===== src/rtl/pcmsp_pkg.sv =====
// Shared constants for the serial PCM port.
package pcmsp_pkg;
  localparam int WORD_W = 16;
  localparam int ADDR_W = 8;
  localparam logic [4:0] LEN_LONG = 5'h10;
  localparam logic [4:0] LEN_SHORT = 5'h08;
  localparam logic [3:0] ADDR_BITS = 4'h8;
  localparam logic [3:0] STROBE_LAST = 4'hF;
  localparam logic [4:0] HALF_DIV4 = 5'h02;
  localparam logic [4:0] HALF_DIV12 = 5'h06;
  localparam logic [4:0] HALF_DIV16 = 5'h08;
  localparam logic [4:0] HALF_DIV20 = 5'h0A;
  localparam logic [1:0] RATE_DIV4 = 2'h0;
  localparam logic [1:0] RATE_DIV12 = 2'h1;
  localparam logic [1:0] RATE_DIV16 = 2'h2;
  localparam int FS_BIT_DIV8 = 2;
  localparam int FS_BIT_DIV16 = 3;
  localparam int LOAD_DELAY = 2;
  localparam logic EMPTY_RESET = 1'b1;
  localparam logic [1:0] BUF_DEPTH = 2'h2;
  typedef enum logic {TX_IDLE = 1'b0, TX_SHIFT = 1'b1} pcmsp_tx_t;
endpackage : pcmsp_pkg


===== src/rtl/pcmsp_clkdiv.sv =====
// Bit clock generator dividing the master clock by 4, 12, 16 or 20.
`timescale 1ns/1ps
`default_nettype none
module pcmsp_clkdiv (
  // Clock and reset.
  input wire logic mclk,
  input wire logic rst_n,
  // Rate choice.
  input wire logic [1:0] rateSel,
  // Generated clock.
  output logic clkLevel,
  output logic risePulse
);
  logic [4:0] cnt;
  logic [4:0] half;

  always_comb
  begin
    if (rateSel == pcmsp_pkg::RATE_DIV4)
      half = pcmsp_pkg::HALF_DIV4;
    else if (rateSel == pcmsp_pkg::RATE_DIV12)
      half = pcmsp_pkg::HALF_DIV12;
    else if (rateSel == pcmsp_pkg::RATE_DIV16)
      half = pcmsp_pkg::HALF_DIV16;
    else
      half = pcmsp_pkg::HALF_DIV20;
  end

  // Each half period toggles the clock; a rise pulse marks the low-to-high change.
  always_ff @(posedge mclk)
  begin
    if (!rst_n)
    begin
      cnt <= 5'h00;
      clkLevel <= 1'b0;
      risePulse <= 1'b0;
    end
    else if (cnt >= half - 5'h01)
    begin
      cnt <= 5'h00;
      clkLevel <= ~clkLevel;
      risePulse <= ~clkLevel;
    end
    else
    begin
      cnt <= cnt + 5'h01;
      risePulse <= 1'b0;
    end
  end
endmodule : pcmsp_clkdiv
`default_nettype wire


===== src/rtl/pcmsp_buf2.sv =====
// Two-entry buffer with valid and ready on both sides.
`timescale 1ns/1ps
`default_nettype none
module pcmsp_buf2 (
  // Clock and reset.
  input wire logic mclk,
  input wire logic rst_n,
  // Filling side.
  input wire logic [15:0] inData,
  input wire logic inValid,
  output logic inReady,
  // Draining side.
  output logic [15:0] outData,
  output logic outValid,
  input wire logic outReady
);
  logic [15:0] mem [0:1];
  logic wrPtr;
  logic rdPtr;
  logic [1:0] count;
  logic [1:0] next_count;
  logic doWrite;
  logic doRead;

  assign doWrite = inValid && inReady;
  assign doRead = outValid && outReady;
  assign outData = mem[rdPtr];

  always_comb
  begin
    next_count = count;
    if (doWrite && !doRead)
      next_count = count + 2'h1;
    else if (doRead && !doWrite)
      next_count = count - 2'h1;
  end

  always_ff @(posedge mclk)
  begin
    if (doWrite)
      mem[wrPtr] <= inData;
  end

  always_ff @(posedge mclk)
  begin
    if (!rst_n)
    begin
      wrPtr <= 1'b0;
      rdPtr <= 1'b0;
      count <= 2'h0;
      outValid <= 1'b0;
      inReady <= 1'b1;
    end
    else
    begin
      wrPtr <= wrPtr ^ doWrite;
      rdPtr <= rdPtr ^ doRead;
      count <= next_count;
      outValid <= next_count != 2'h0;
      inReady <= next_count != pcmsp_pkg::BUF_DEPTH;
    end
  end
endmodule : pcmsp_buf2
`default_nettype wire


===== src/rtl/pcmsp_port.sv =====
// Serial PCM port with input and output channels and a multiprocessor slot mode.
`timescale 1ns/1ps
`default_nettype none
// Contract
// - Input data is sampled on input clock rises in the chosen bit order.
// - Each bit clock is driven in active mode and received in passive mode.
// - A falling input strobe starts each input word.
// - The input strobe is driven in active mode and received in passive mode.
// - The full flag rises when a word is buffered and falls when the last buffered word is read.
// - Reset clears the full flag.
// - Output bits come from the shift register, changing on output clock rises.
// - Serial data output is driven only while the output enable is low.
// - In multiprocessor mode the device drives the output enable low in its slot.
// - A falling output strobe loads the shifter from the holding buffer.
// - The output strobe is driven in active mode and received in passive mode.
// - The empty flag sets when the shifter empties and on reset.
// - The empty flag clears when a word loads, two cycles after the strobe falls.
// - Without a new word the empty flag stays high across strobes.
// - The address line carries an eight-bit active-low stream.
// - In multiprocessor mode the address line is driven only in the own slot.
// - Otherwise the address line is an output, released while the enable is high.
// - A falling frame sync resynchronises both generated word strobes.
// - Frame sync is driven when enabled as output, received otherwise.
// - Driven frame sync runs at the strobe rate divided by eight or sixteen.
// - The active bit clock is the master clock divided by 4, 12, 16 or 20.
// - Both generated strobes count one common bit clock chosen by a select.
// - One select chooses most or least significant bit first.
// - Each length select gives sixteen bits when clear, eight when set.
module pcmsp_port (
  // Clock and reset.
  input wire logic mclk,
  input wire logic rst_n,
  // Configuration.
  input wire logic bitOrderSelect,
  input wire logic inLenSelect,
  input wire logic outLenSelect,
  input wire logic inClkActive,
  input wire logic outClkActive,
  input wire logic inStrobeActive,
  input wire logic outStrobeActive,
  input wire logic strobeSourceSel,
  input wire logic [1:0] clkRateSelect,
  input wire logic multiprocMode,
  input wire logic slotActive,
  input wire logic syncOutEnable,
  input wire logic syncRateSelect,
  input wire logic [7:0] serialAddrWord,
  // Software words.
  input wire logic [15:0] outWordData,
  input wire logic outWordValid,
  output logic outWordReady,
  output logic [15:0] inWordData,
  output logic inputBufferFullFlag,
  input wire logic inWordRead,
  output logic outputShifterEmpty,
  output logic inWordDropped,
  // Serial pins.
  input wire logic serialDataIn,
  input wire logic inBitClockIn,
  output logic inBitClockOut,
  output logic inBitClockOe,
  input wire logic inStrobeIn,
  output logic inStrobeOut,
  output logic inStrobeOe,
  input wire logic outBitClockIn,
  output logic outBitClockOut,
  output logic outBitClockOe,
  input wire logic outStrobeIn,
  output logic outStrobeOut,
  output logic outStrobeOe,
  output logic serialDataOut,
  output logic serialDataOutOe,
  input wire logic outEnableNIn,
  output logic outEnableNOut,
  output logic outEnableNOe,
  input wire logic serialAddrIn,
  output logic serialAddrOut,
  output logic serialAddrOe,
  input wire logic frameSyncIn,
  output logic frameSyncOut,
  output logic frameSyncOe
);
  localparam int P_DI = 0;
  localparam int P_ICK = 1;
  localparam int P_OCK = 2;
  localparam int P_ILD = 3;
  localparam int P_OLD = 4;
  localparam int P_FS = 5;
  localparam int P_OUTPUT_ENABLE_N = 6;

  logic [6:0] pinA;
  logic [6:0] pinB;
  logic [6:0] pinP;
  logic genClk;
  logic genRise;
  logic inRise;
  logic outRise;
  logic srcRise;
  logic fsResync;
  logic [3:0] stbCnt;
  logic genStrobe;
  logic genStart;
  logic [3:0] wordCnt;
  logic fsGen;
  logic inStart;
  logic outStart;
  logic [15:0] inShift;
  logic [15:0] next_inShift;
  logic [4:0] inCnt;
  logic inRun;
  logic pushValid;
  logic pushReady;
  logic [15:0] pushData;
  logic [15:0] holdBuf;
  logic holdFull;
  localparam int LOAD_DELAY_W = pcmsp_pkg::LOAD_DELAY;
  logic [LOAD_DELAY_W-1:0] oldPipe;
  logic load;
  logic [15:0] outShift;
  logic [4:0] txCnt;
  logic [7:0] addrShift;
  logic [3:0] addrCnt;
  pcmsp_pkg::pcmsp_tx_t txState;
  logic outEnable;

  // Pin inputs pass two flip-flops; a third stage keeps the previous level for edges.
  always_ff @(posedge mclk)
  begin
    if (!rst_n)
    begin
      pinA <= 7'h00;
      pinB <= 7'h00;
      pinP <= 7'h00;
    end
    else
    begin
      pinA <= {outEnableNIn, frameSyncIn, outStrobeIn, inStrobeIn, outBitClockIn, inBitClockIn, serialDataIn};
      pinB <= pinA;
      pinP <= pinB;
    end
  end

  pcmsp_clkdiv u_clkdiv (
    .mclk(mclk),
    .rst_n(rst_n),
    .rateSel(clkRateSelect),
    .clkLevel(genClk),
    .risePulse(genRise)
  );

  assign inRise = inClkActive ? genRise : (pinB[P_ICK] && !pinP[P_ICK]);
  assign outRise = outClkActive ? genRise : (pinB[P_OCK] && !pinP[P_OCK]);
  assign srcRise = strobeSourceSel ? outRise : inRise;
  assign fsResync = !syncOutEnable && pinP[P_FS] && !pinB[P_FS];
  assign inStart = inStrobeActive ? genStart : (pinP[P_ILD] && !pinB[P_ILD]);
  assign outStart = outStrobeActive ? genStart : (pinP[P_OLD] && !pinB[P_OLD]);
  assign fsGen = syncRateSelect ? wordCnt[pcmsp_pkg::FS_BIT_DIV16] : wordCnt[pcmsp_pkg::FS_BIT_DIV8];

  // Common strobe generator: low for one bit out of sixteen; frame sync restarts it.
  always_ff @(posedge mclk)
  begin
    if (!rst_n)
    begin
      stbCnt <= 4'h0;
      genStrobe <= 1'b1;
      genStart <= 1'b0;
    end
    else if (fsResync)
    begin
      stbCnt <= 4'h0;
      genStrobe <= 1'b0;
      genStart <= 1'b1;
    end
    else if (srcRise)
    begin
      stbCnt <= stbCnt + 4'h1;
      genStrobe <= stbCnt != pcmsp_pkg::STROBE_LAST;
      genStart <= stbCnt == pcmsp_pkg::STROBE_LAST;
    end
    else
      genStart <= 1'b0;
  end

  // Word counter behind the driven frame sync.
  always_ff @(posedge mclk)
  begin
    if (!rst_n)
      wordCnt <= 4'h0;
    else if (genStart)
      wordCnt <= wordCnt + 4'h1;
  end

  always_comb
  begin
    if (bitOrderSelect)
      next_inShift = {inShift[14:0], pinB[P_DI]};
    else
      next_inShift = {pinB[P_DI], inShift[15:1]};
  end

  // Input word assembly.
  always_ff @(posedge mclk)
  begin
    if (!rst_n)
    begin
      inShift <= 16'h0000;
      inCnt <= 5'h00;
      inRun <= 1'b0;
      pushValid <= 1'b0;
      pushData <= 16'h0000;
      inWordDropped <= 1'b0;
    end
    else
    begin
      pushValid <= 1'b0;
      inWordDropped <= 1'b0;
      if (inStart)
      begin
        inRun <= 1'b1;
        inCnt <= 5'h00;
      end
      else if (inRise && inRun)
      begin
        inShift <= next_inShift;
        inCnt <= inCnt + 5'h01;
        if (inCnt == (inLenSelect ? pcmsp_pkg::LEN_SHORT : pcmsp_pkg::LEN_LONG) - 5'h01)
        begin
          inRun <= 1'b0;
          pushValid <= pushReady;
          inWordDropped <= !pushReady;
          pushData <= next_inShift;
        end
      end
    end
  end

  pcmsp_buf2 u_inbuf (
    .mclk(mclk),
    .rst_n(rst_n),
    .inData(pushData),
    .inValid(pushValid),
    .inReady(pushReady),
    .outData(inWordData),
    .outValid(inputBufferFullFlag),
    .outReady(inWordRead)
  );

  assign load = oldPipe[LOAD_DELAY_W-1] && holdFull;

  // Output holding buffer written by software.
  always_ff @(posedge mclk)
  begin
    if (!rst_n)
    begin
      holdBuf <= 16'h0000;
      holdFull <= 1'b0;
      outWordReady <= 1'b1;
      oldPipe <= '0;
    end
    else
    begin
      oldPipe <= {oldPipe[LOAD_DELAY_W-2:0], outStart};
      if (load)
      begin
        holdFull <= 1'b0;
        outWordReady <= 1'b1;
      end
      else if (outWordValid && outWordReady)
      begin
        holdBuf <= outWordData;
        holdFull <= 1'b1;
        outWordReady <= 1'b0;
      end
    end
  end

  // Output shifter, address stream and empty flag.
  always_ff @(posedge mclk)
  begin
    if (!rst_n)
    begin
      outShift <= 16'h0000;
      txCnt <= 5'h00;
      addrShift <= 8'h00;
      addrCnt <= 4'h0;
      txState <= pcmsp_pkg::TX_IDLE;
      outputShifterEmpty <= pcmsp_pkg::EMPTY_RESET;
      serialDataOut <= 1'b0;
      serialAddrOut <= 1'b1;
    end
    else if (load)
    begin
      outShift <= holdBuf;
      txCnt <= outLenSelect ? pcmsp_pkg::LEN_SHORT : pcmsp_pkg::LEN_LONG;
      addrShift <= serialAddrWord;
      addrCnt <= pcmsp_pkg::ADDR_BITS;
      txState <= pcmsp_pkg::TX_SHIFT;
      outputShifterEmpty <= 1'b0;
    end
    else if (outRise)
    begin
      case (txState)
        pcmsp_pkg::TX_SHIFT:
        begin
          if (txCnt != 5'h00)
          begin
            serialDataOut <= bitOrderSelect ? outShift[15] : outShift[0];
            outShift <= bitOrderSelect ? {outShift[14:0], 1'b0} : {1'b0, outShift[15:1]};
            txCnt <= txCnt - 5'h01;
            serialAddrOut <= (addrCnt != 4'h0) ? ~addrShift[7] : 1'b1;
            addrShift <= {addrShift[6:0], 1'b0};
            if (addrCnt != 4'h0)
              addrCnt <= addrCnt - 4'h1;
          end
          else
          begin
            txState <= pcmsp_pkg::TX_IDLE;
            outputShifterEmpty <= 1'b1;
            serialAddrOut <= 1'b1;
          end
        end
        default:
          txState <= pcmsp_pkg::TX_IDLE;
      endcase
    end
  end

  assign outEnable = multiprocMode ? slotActive : !pinB[P_OUTPUT_ENABLE_N];

  // Pin drive levels and directions.
  always_ff @(posedge mclk)
  begin
    if (!rst_n)
    begin
      inBitClockOut <= 1'b0;
      inBitClockOe <= 1'b0;
      outBitClockOut <= 1'b0;
      outBitClockOe <= 1'b0;
      inStrobeOut <= 1'b1;
      inStrobeOe <= 1'b0;
      outStrobeOut <= 1'b1;
      outStrobeOe <= 1'b0;
      serialDataOutOe <= 1'b0;
      serialAddrOe <= 1'b0;
      outEnableNOut <= 1'b1;
      outEnableNOe <= 1'b0;
      frameSyncOut <= 1'b0;
      frameSyncOe <= 1'b0;
    end
    else
    begin
      inBitClockOut <= genClk;
      inBitClockOe <= inClkActive;
      outBitClockOut <= genClk;
      outBitClockOe <= outClkActive;
      inStrobeOut <= genStrobe;
      inStrobeOe <= inStrobeActive;
      outStrobeOut <= genStrobe;
      outStrobeOe <= outStrobeActive;
      serialDataOutOe <= outEnable;
      serialAddrOe <= outEnable;
      outEnableNOut <= !slotActive;
      outEnableNOe <= multiprocMode;
      frameSyncOut <= fsGen;
      frameSyncOe <= syncOutEnable;
    end
  end
endmodule : pcmsp_port
`default_nettype wire


===== config.mk =====
export PLATFORM = sky130hd
export DESIGN_NAME = pcmsp_port
export DESIGN_NICKNAME = d
export VERILOG_FILES = /design/src/rtl/pcmsp_pkg.sv /design/src/rtl/pcmsp_clkdiv.sv /design/src/rtl/pcmsp_buf2.sv /design/src/rtl/pcmsp_port.sv
export SDC_FILE = /design/constraint.sdc
export NUM_CORES = 1
export LEC_CHECK = 0
export BUFFER_PORTS_ARGS = -buffer_cell sky130_fd_sc_hd__buf_2
export CAP_MARGIN = 20
export CORE_ASPECT_RATIO = 1.4
export CORE_MARGIN = 8
export CORE_UTILIZATION = 60
export CTS_CLUSTER_DIAMETER = 30
export DETAILED_ROUTE_END_ITERATION = 7
export PLACE_DENSITY = 0.82
export RECOVER_POWER = 50
export SLEW_MARGIN = 20
export SYNTH_ARGS = -nofsm -noshare
export SYNTH_HDL_FRONTEND = slang
export SYNTH_SLANG_ARGS = --single-unit

===== constraint.sdc =====
create_clock -name mclk -period 4.87 [get_ports mclk]
set_input_delay 0.2435 -clock mclk [delete_from_list [all_inputs] [get_ports mclk]]
set_output_delay 0.2435 -clock mclk [all_outputs]
set_load 0.1 [all_outputs]

==> impl_metrics.py <==
metrics = {
    "run_status": {
        "outcome": "finished with violations",
        "violations": "capacitance limit",
    },
    "floorplanning": {
        "ios": 86,
        "initial_core_util": 0.611,
        "dieArea_mm2": 0.0159,
        "fp.dieH_um": 146,
        "die_w_um": 109,
        "rows": 47,
        "coreArea_mm2": 0.0118,
    },
    "layout": {
        "final_common_cell": "dfxtp_1",
        "nets": 805,
        "final_util": 0.697,
        "synthToLayoutAreaGrowth_pct": 14.0,
        "layout-drive-gt1-share": 0.174,
        "fillCellCount": 844,
        "final_cell_mix": "151 x dfxtp_1, 65 x nand2_1, 63 x buf_2, 49 x nor2_1, 36 x mux2i_1",
    },
    "timing": {
        "layout_setup_ws_ns": 1.87,
        "min_period_ns": 3.00,
        "fmax_mhz": 333,
        "tns_ns": 0,
        "rsz0062_at_grt": "no",
        "finalCritPeriodShare": 0.617,
        "setup_viol": 0,
        "drv_slew": 0,
        "tightest_slew_ns": 1.49,
        "max_slew_margin": 0.00623,
        "hold_violations": 0,
        "finClkSkew_ns": 0.00685,
    },
    "route": {
        "ant_nets": 0,
        "drc": 0,
        "wl_um": 14200,
        "drtIter0Drc": 269,
        "via_per_inst": 5.67,
        "vias": 5109,
        "wire_per_inst_um": 15.8,
        "firstDrtPassIters": 5,
    },
    "clock_tree": {
        "cts_tree": "done",
        "cts_resized": 0,
        "max-clock-path-buffers": 2,
        "h-tree-depth": 4,
        "cts.sinks": 183,
        "postCtsSetupBuffers": 0,
        "ctsHoldBuffers": 0,
        "cts_root_buffer": "clkbuf_16",
        "clkSlewWorstSetupHoldPaths_ns": 0.06,
        "cts_buffers": 17,
        "clk_latency_ns": 0.42,
    },
    "hold_path": {
        "hp-start": "slotActive",
        "min_path_type": "primary input to flop",
    },
    "synth": {
        "syn-instance-count": 682,
        "yosysTopAreaCellShare": 0.418,
        "synth_warnings": 0,
        "avgSynthCellArea_um2": 10.6,
        "synth-edff-count": 32,
        "synthFlopType": "dfxtp_1",
        "synth_top_area_cell": "dfxtp_1",
        "ys_top_cells_by_area": "dfxtp_1 42%, edfxtp_1 13%, mux2i_1 5.0%, nand2_1 3.4%, ha_1 2.6%",
        "async_flop_share": 0,
        "synth-seq-area-share": 0.551,
        "syn_nets": 747,
        "ys_ff_latch": 183,
        "synth_cell_type_count": 61,
        "netlist_area_mm2": 0.00722,
    },
    "place": {
        "dp_hpwl_um": 9790,
        "gp_congestion": 0.795,
        "io_buffers": 84,
        "post-place-ws_ns": 2.37,
    },
    "grt": {
        "grt_use_met2": 0.323,
        "overflow": 0,
        "busiest_layer": "met2",
        "grt_use_total": 0.185,
        "use_met3": 0.0448,
        "grt_pass1_wl_um": 23900,
        "grt_util_met1": 0.206,
        "first_global_vias": 5188,
        "grt_max_degree": 51,
        "antenna_found_initial": 1,
    },
    "worst_setup_path": {
        "cp.arrival_ns": 3.35,
        "path_buf_inv": 3,
        "crit_top_cell": "clkbuf_1",
        "crit_start": "rst_n",
        "cp_slowest_cell": "clkbuf_1",
        "r2r_slack_ns": 2.52,
        "max_stage_delay_ns": 1.05,
        "cp_top_family": "buffers and inverters",
        "r2r-start": "oldPipe[1]$_SDFF_PN0_",
        "endpoint_kind": "flop",
        "cp_num_cells": 5,
        "path_class": "primary input to flop",
        "r2r_end": "outShift[1]$_SDFFE_PN0P_",
        "cp_cell_sequence": "clkbuf_1 -> inv_1 -> clkbuf_1 -> a211o_1 -> nor2_1",
        "worstRegToRegCells": 4,
        "start_kind": "primary input",
        "worstPathRequired_ns": 5.22,
        "crit_fanout": 35,
        "crit_end": "u_clkdiv.cnt[3]$_SDFF_PP0_",
    },
    "power": {
        "leakage_nw": 3.02,
        "finalPower_mw": 3.21,
        "power.density_mw_per_mm2": 390,
        "ir_drop_mv": 0.288,
    },
    "run": {
        "cap_violations": 1,
    },
}
==> cells in the mapped netlist, types with 9 or more instances <==
cell type	number
nor2_1	49
o311ai_0	14
inv_1	15
mux2i_1	36
xor2_1	11
edfxtp_1	32
and2_1	28
o21ai_0	21
mux2_2	16
nand2_1	65
a21oi_1	33
nand4_1	16
dfxtp_1	151
nand3_1	24
clkbuf_1	28
a31oi_1	11
ha_1	15
buf_2	9
a211oi_1	17
or3_1	9
==> final cells by class <==
cell class                 instances  area [um^2]  share of cell area
sequential                       183         3980               0.484
multi-input combinational        435         2960               0.359
clock buffer                      19          433              0.0526
timing repair buffer              88          420              0.0510
clock inverter                    13          203              0.0246
tap                              147          184              0.0223
inverter                          15         56.3             0.00683
antenna                            1         2.50            0.000304
==> through the flow <==
step	hold WS, ns	area, um^2	std cells
finish	0.0127	8240	901
global route	0.0141	8240	901
CTS	0.000333	8270	900
detailed placement	0.419	7630	868
global placement	0.413	7630	868
floorplan	0.313	7220	682
==> report_power, final <==
part	switching (mW)	leakage [nW]	internal, mW
registers	0.0167	1.45	1.56
logic	0.121	1.27	0.0521
clock network	0.549	0.309	0.910
==> worst reg2reg max path, cell delays in order (launching register included) <==
cell and delay (ns):
dfxtp_1 0.33, nand2_1 0.51, buf_4 0.37, nand2_1 0.46, o311ai_0 0.57
==> cells by family after synthesis <==
| kind of cell | synth area share |
|---|---|
| adder cells (fa/ha/maj) | 0.0260 |
| other | 0.000519 |
| XOR/XNOR | 0.0215 |
| flip-flops | 0.551 |
| buffers and inverters | 0.0395 |
| AND/OR/NAND/NOR | 0.152 |
| multiplexers | 0.0748 |
| AO/OA/AOI/OAI | 0.134 |
==> flip-flops by register name, indices dropped and copies added, names as in the netlist, 2 cells and up, named ones only <==
signal,cells
inCnt,5
u_inbuf.mem,32
wordCnt,4
txCnt,5
stbCnt,4
oldPipe,2
u_clkdiv.cnt,5
pinA,7
inShift,16
pinB,7
addrShift,8
outShift,16
pinP,5
u_inbuf.count,2
pushData,16
holdBuf,16
addrCnt,4
==> worst min-delay path by stage <==
| stage | end | slack, ns | cells after the start |
|---|---|---|---|
| detailed placement | pinB[1]$_SDFF_PN0_ | 0.42 | 1 |
| floorplan | outEnableNOut$_SDFF_PN1_ | 0.31 | 1 |
| global placement | pinB[3]$_SDFF_PN0_ | 0.41 | 1 |
| global route | outEnableNOut$_SDFF_PN1_ | 0.01 | 2 |
| finish | outEnableNOut$_SDFF_PN1_ | 0.01 | 2 |
| CTS | outEnableNOut$_SDFF_PN1_ | 0.0003 | 2 |
==> per-layer routing <==
metal / wire, um / part of all wire / up-vias
li1: - / - / 2554
met1: 5870 / 0.41 / 2419
met2: 7520 / 0.53 / 113
met3: 589 / 0.041 / 23
met4: 234 / 0.016 / 0
met5: 0 / 0 / -
No activity file was read; power rests on OpenSTA's default activity.
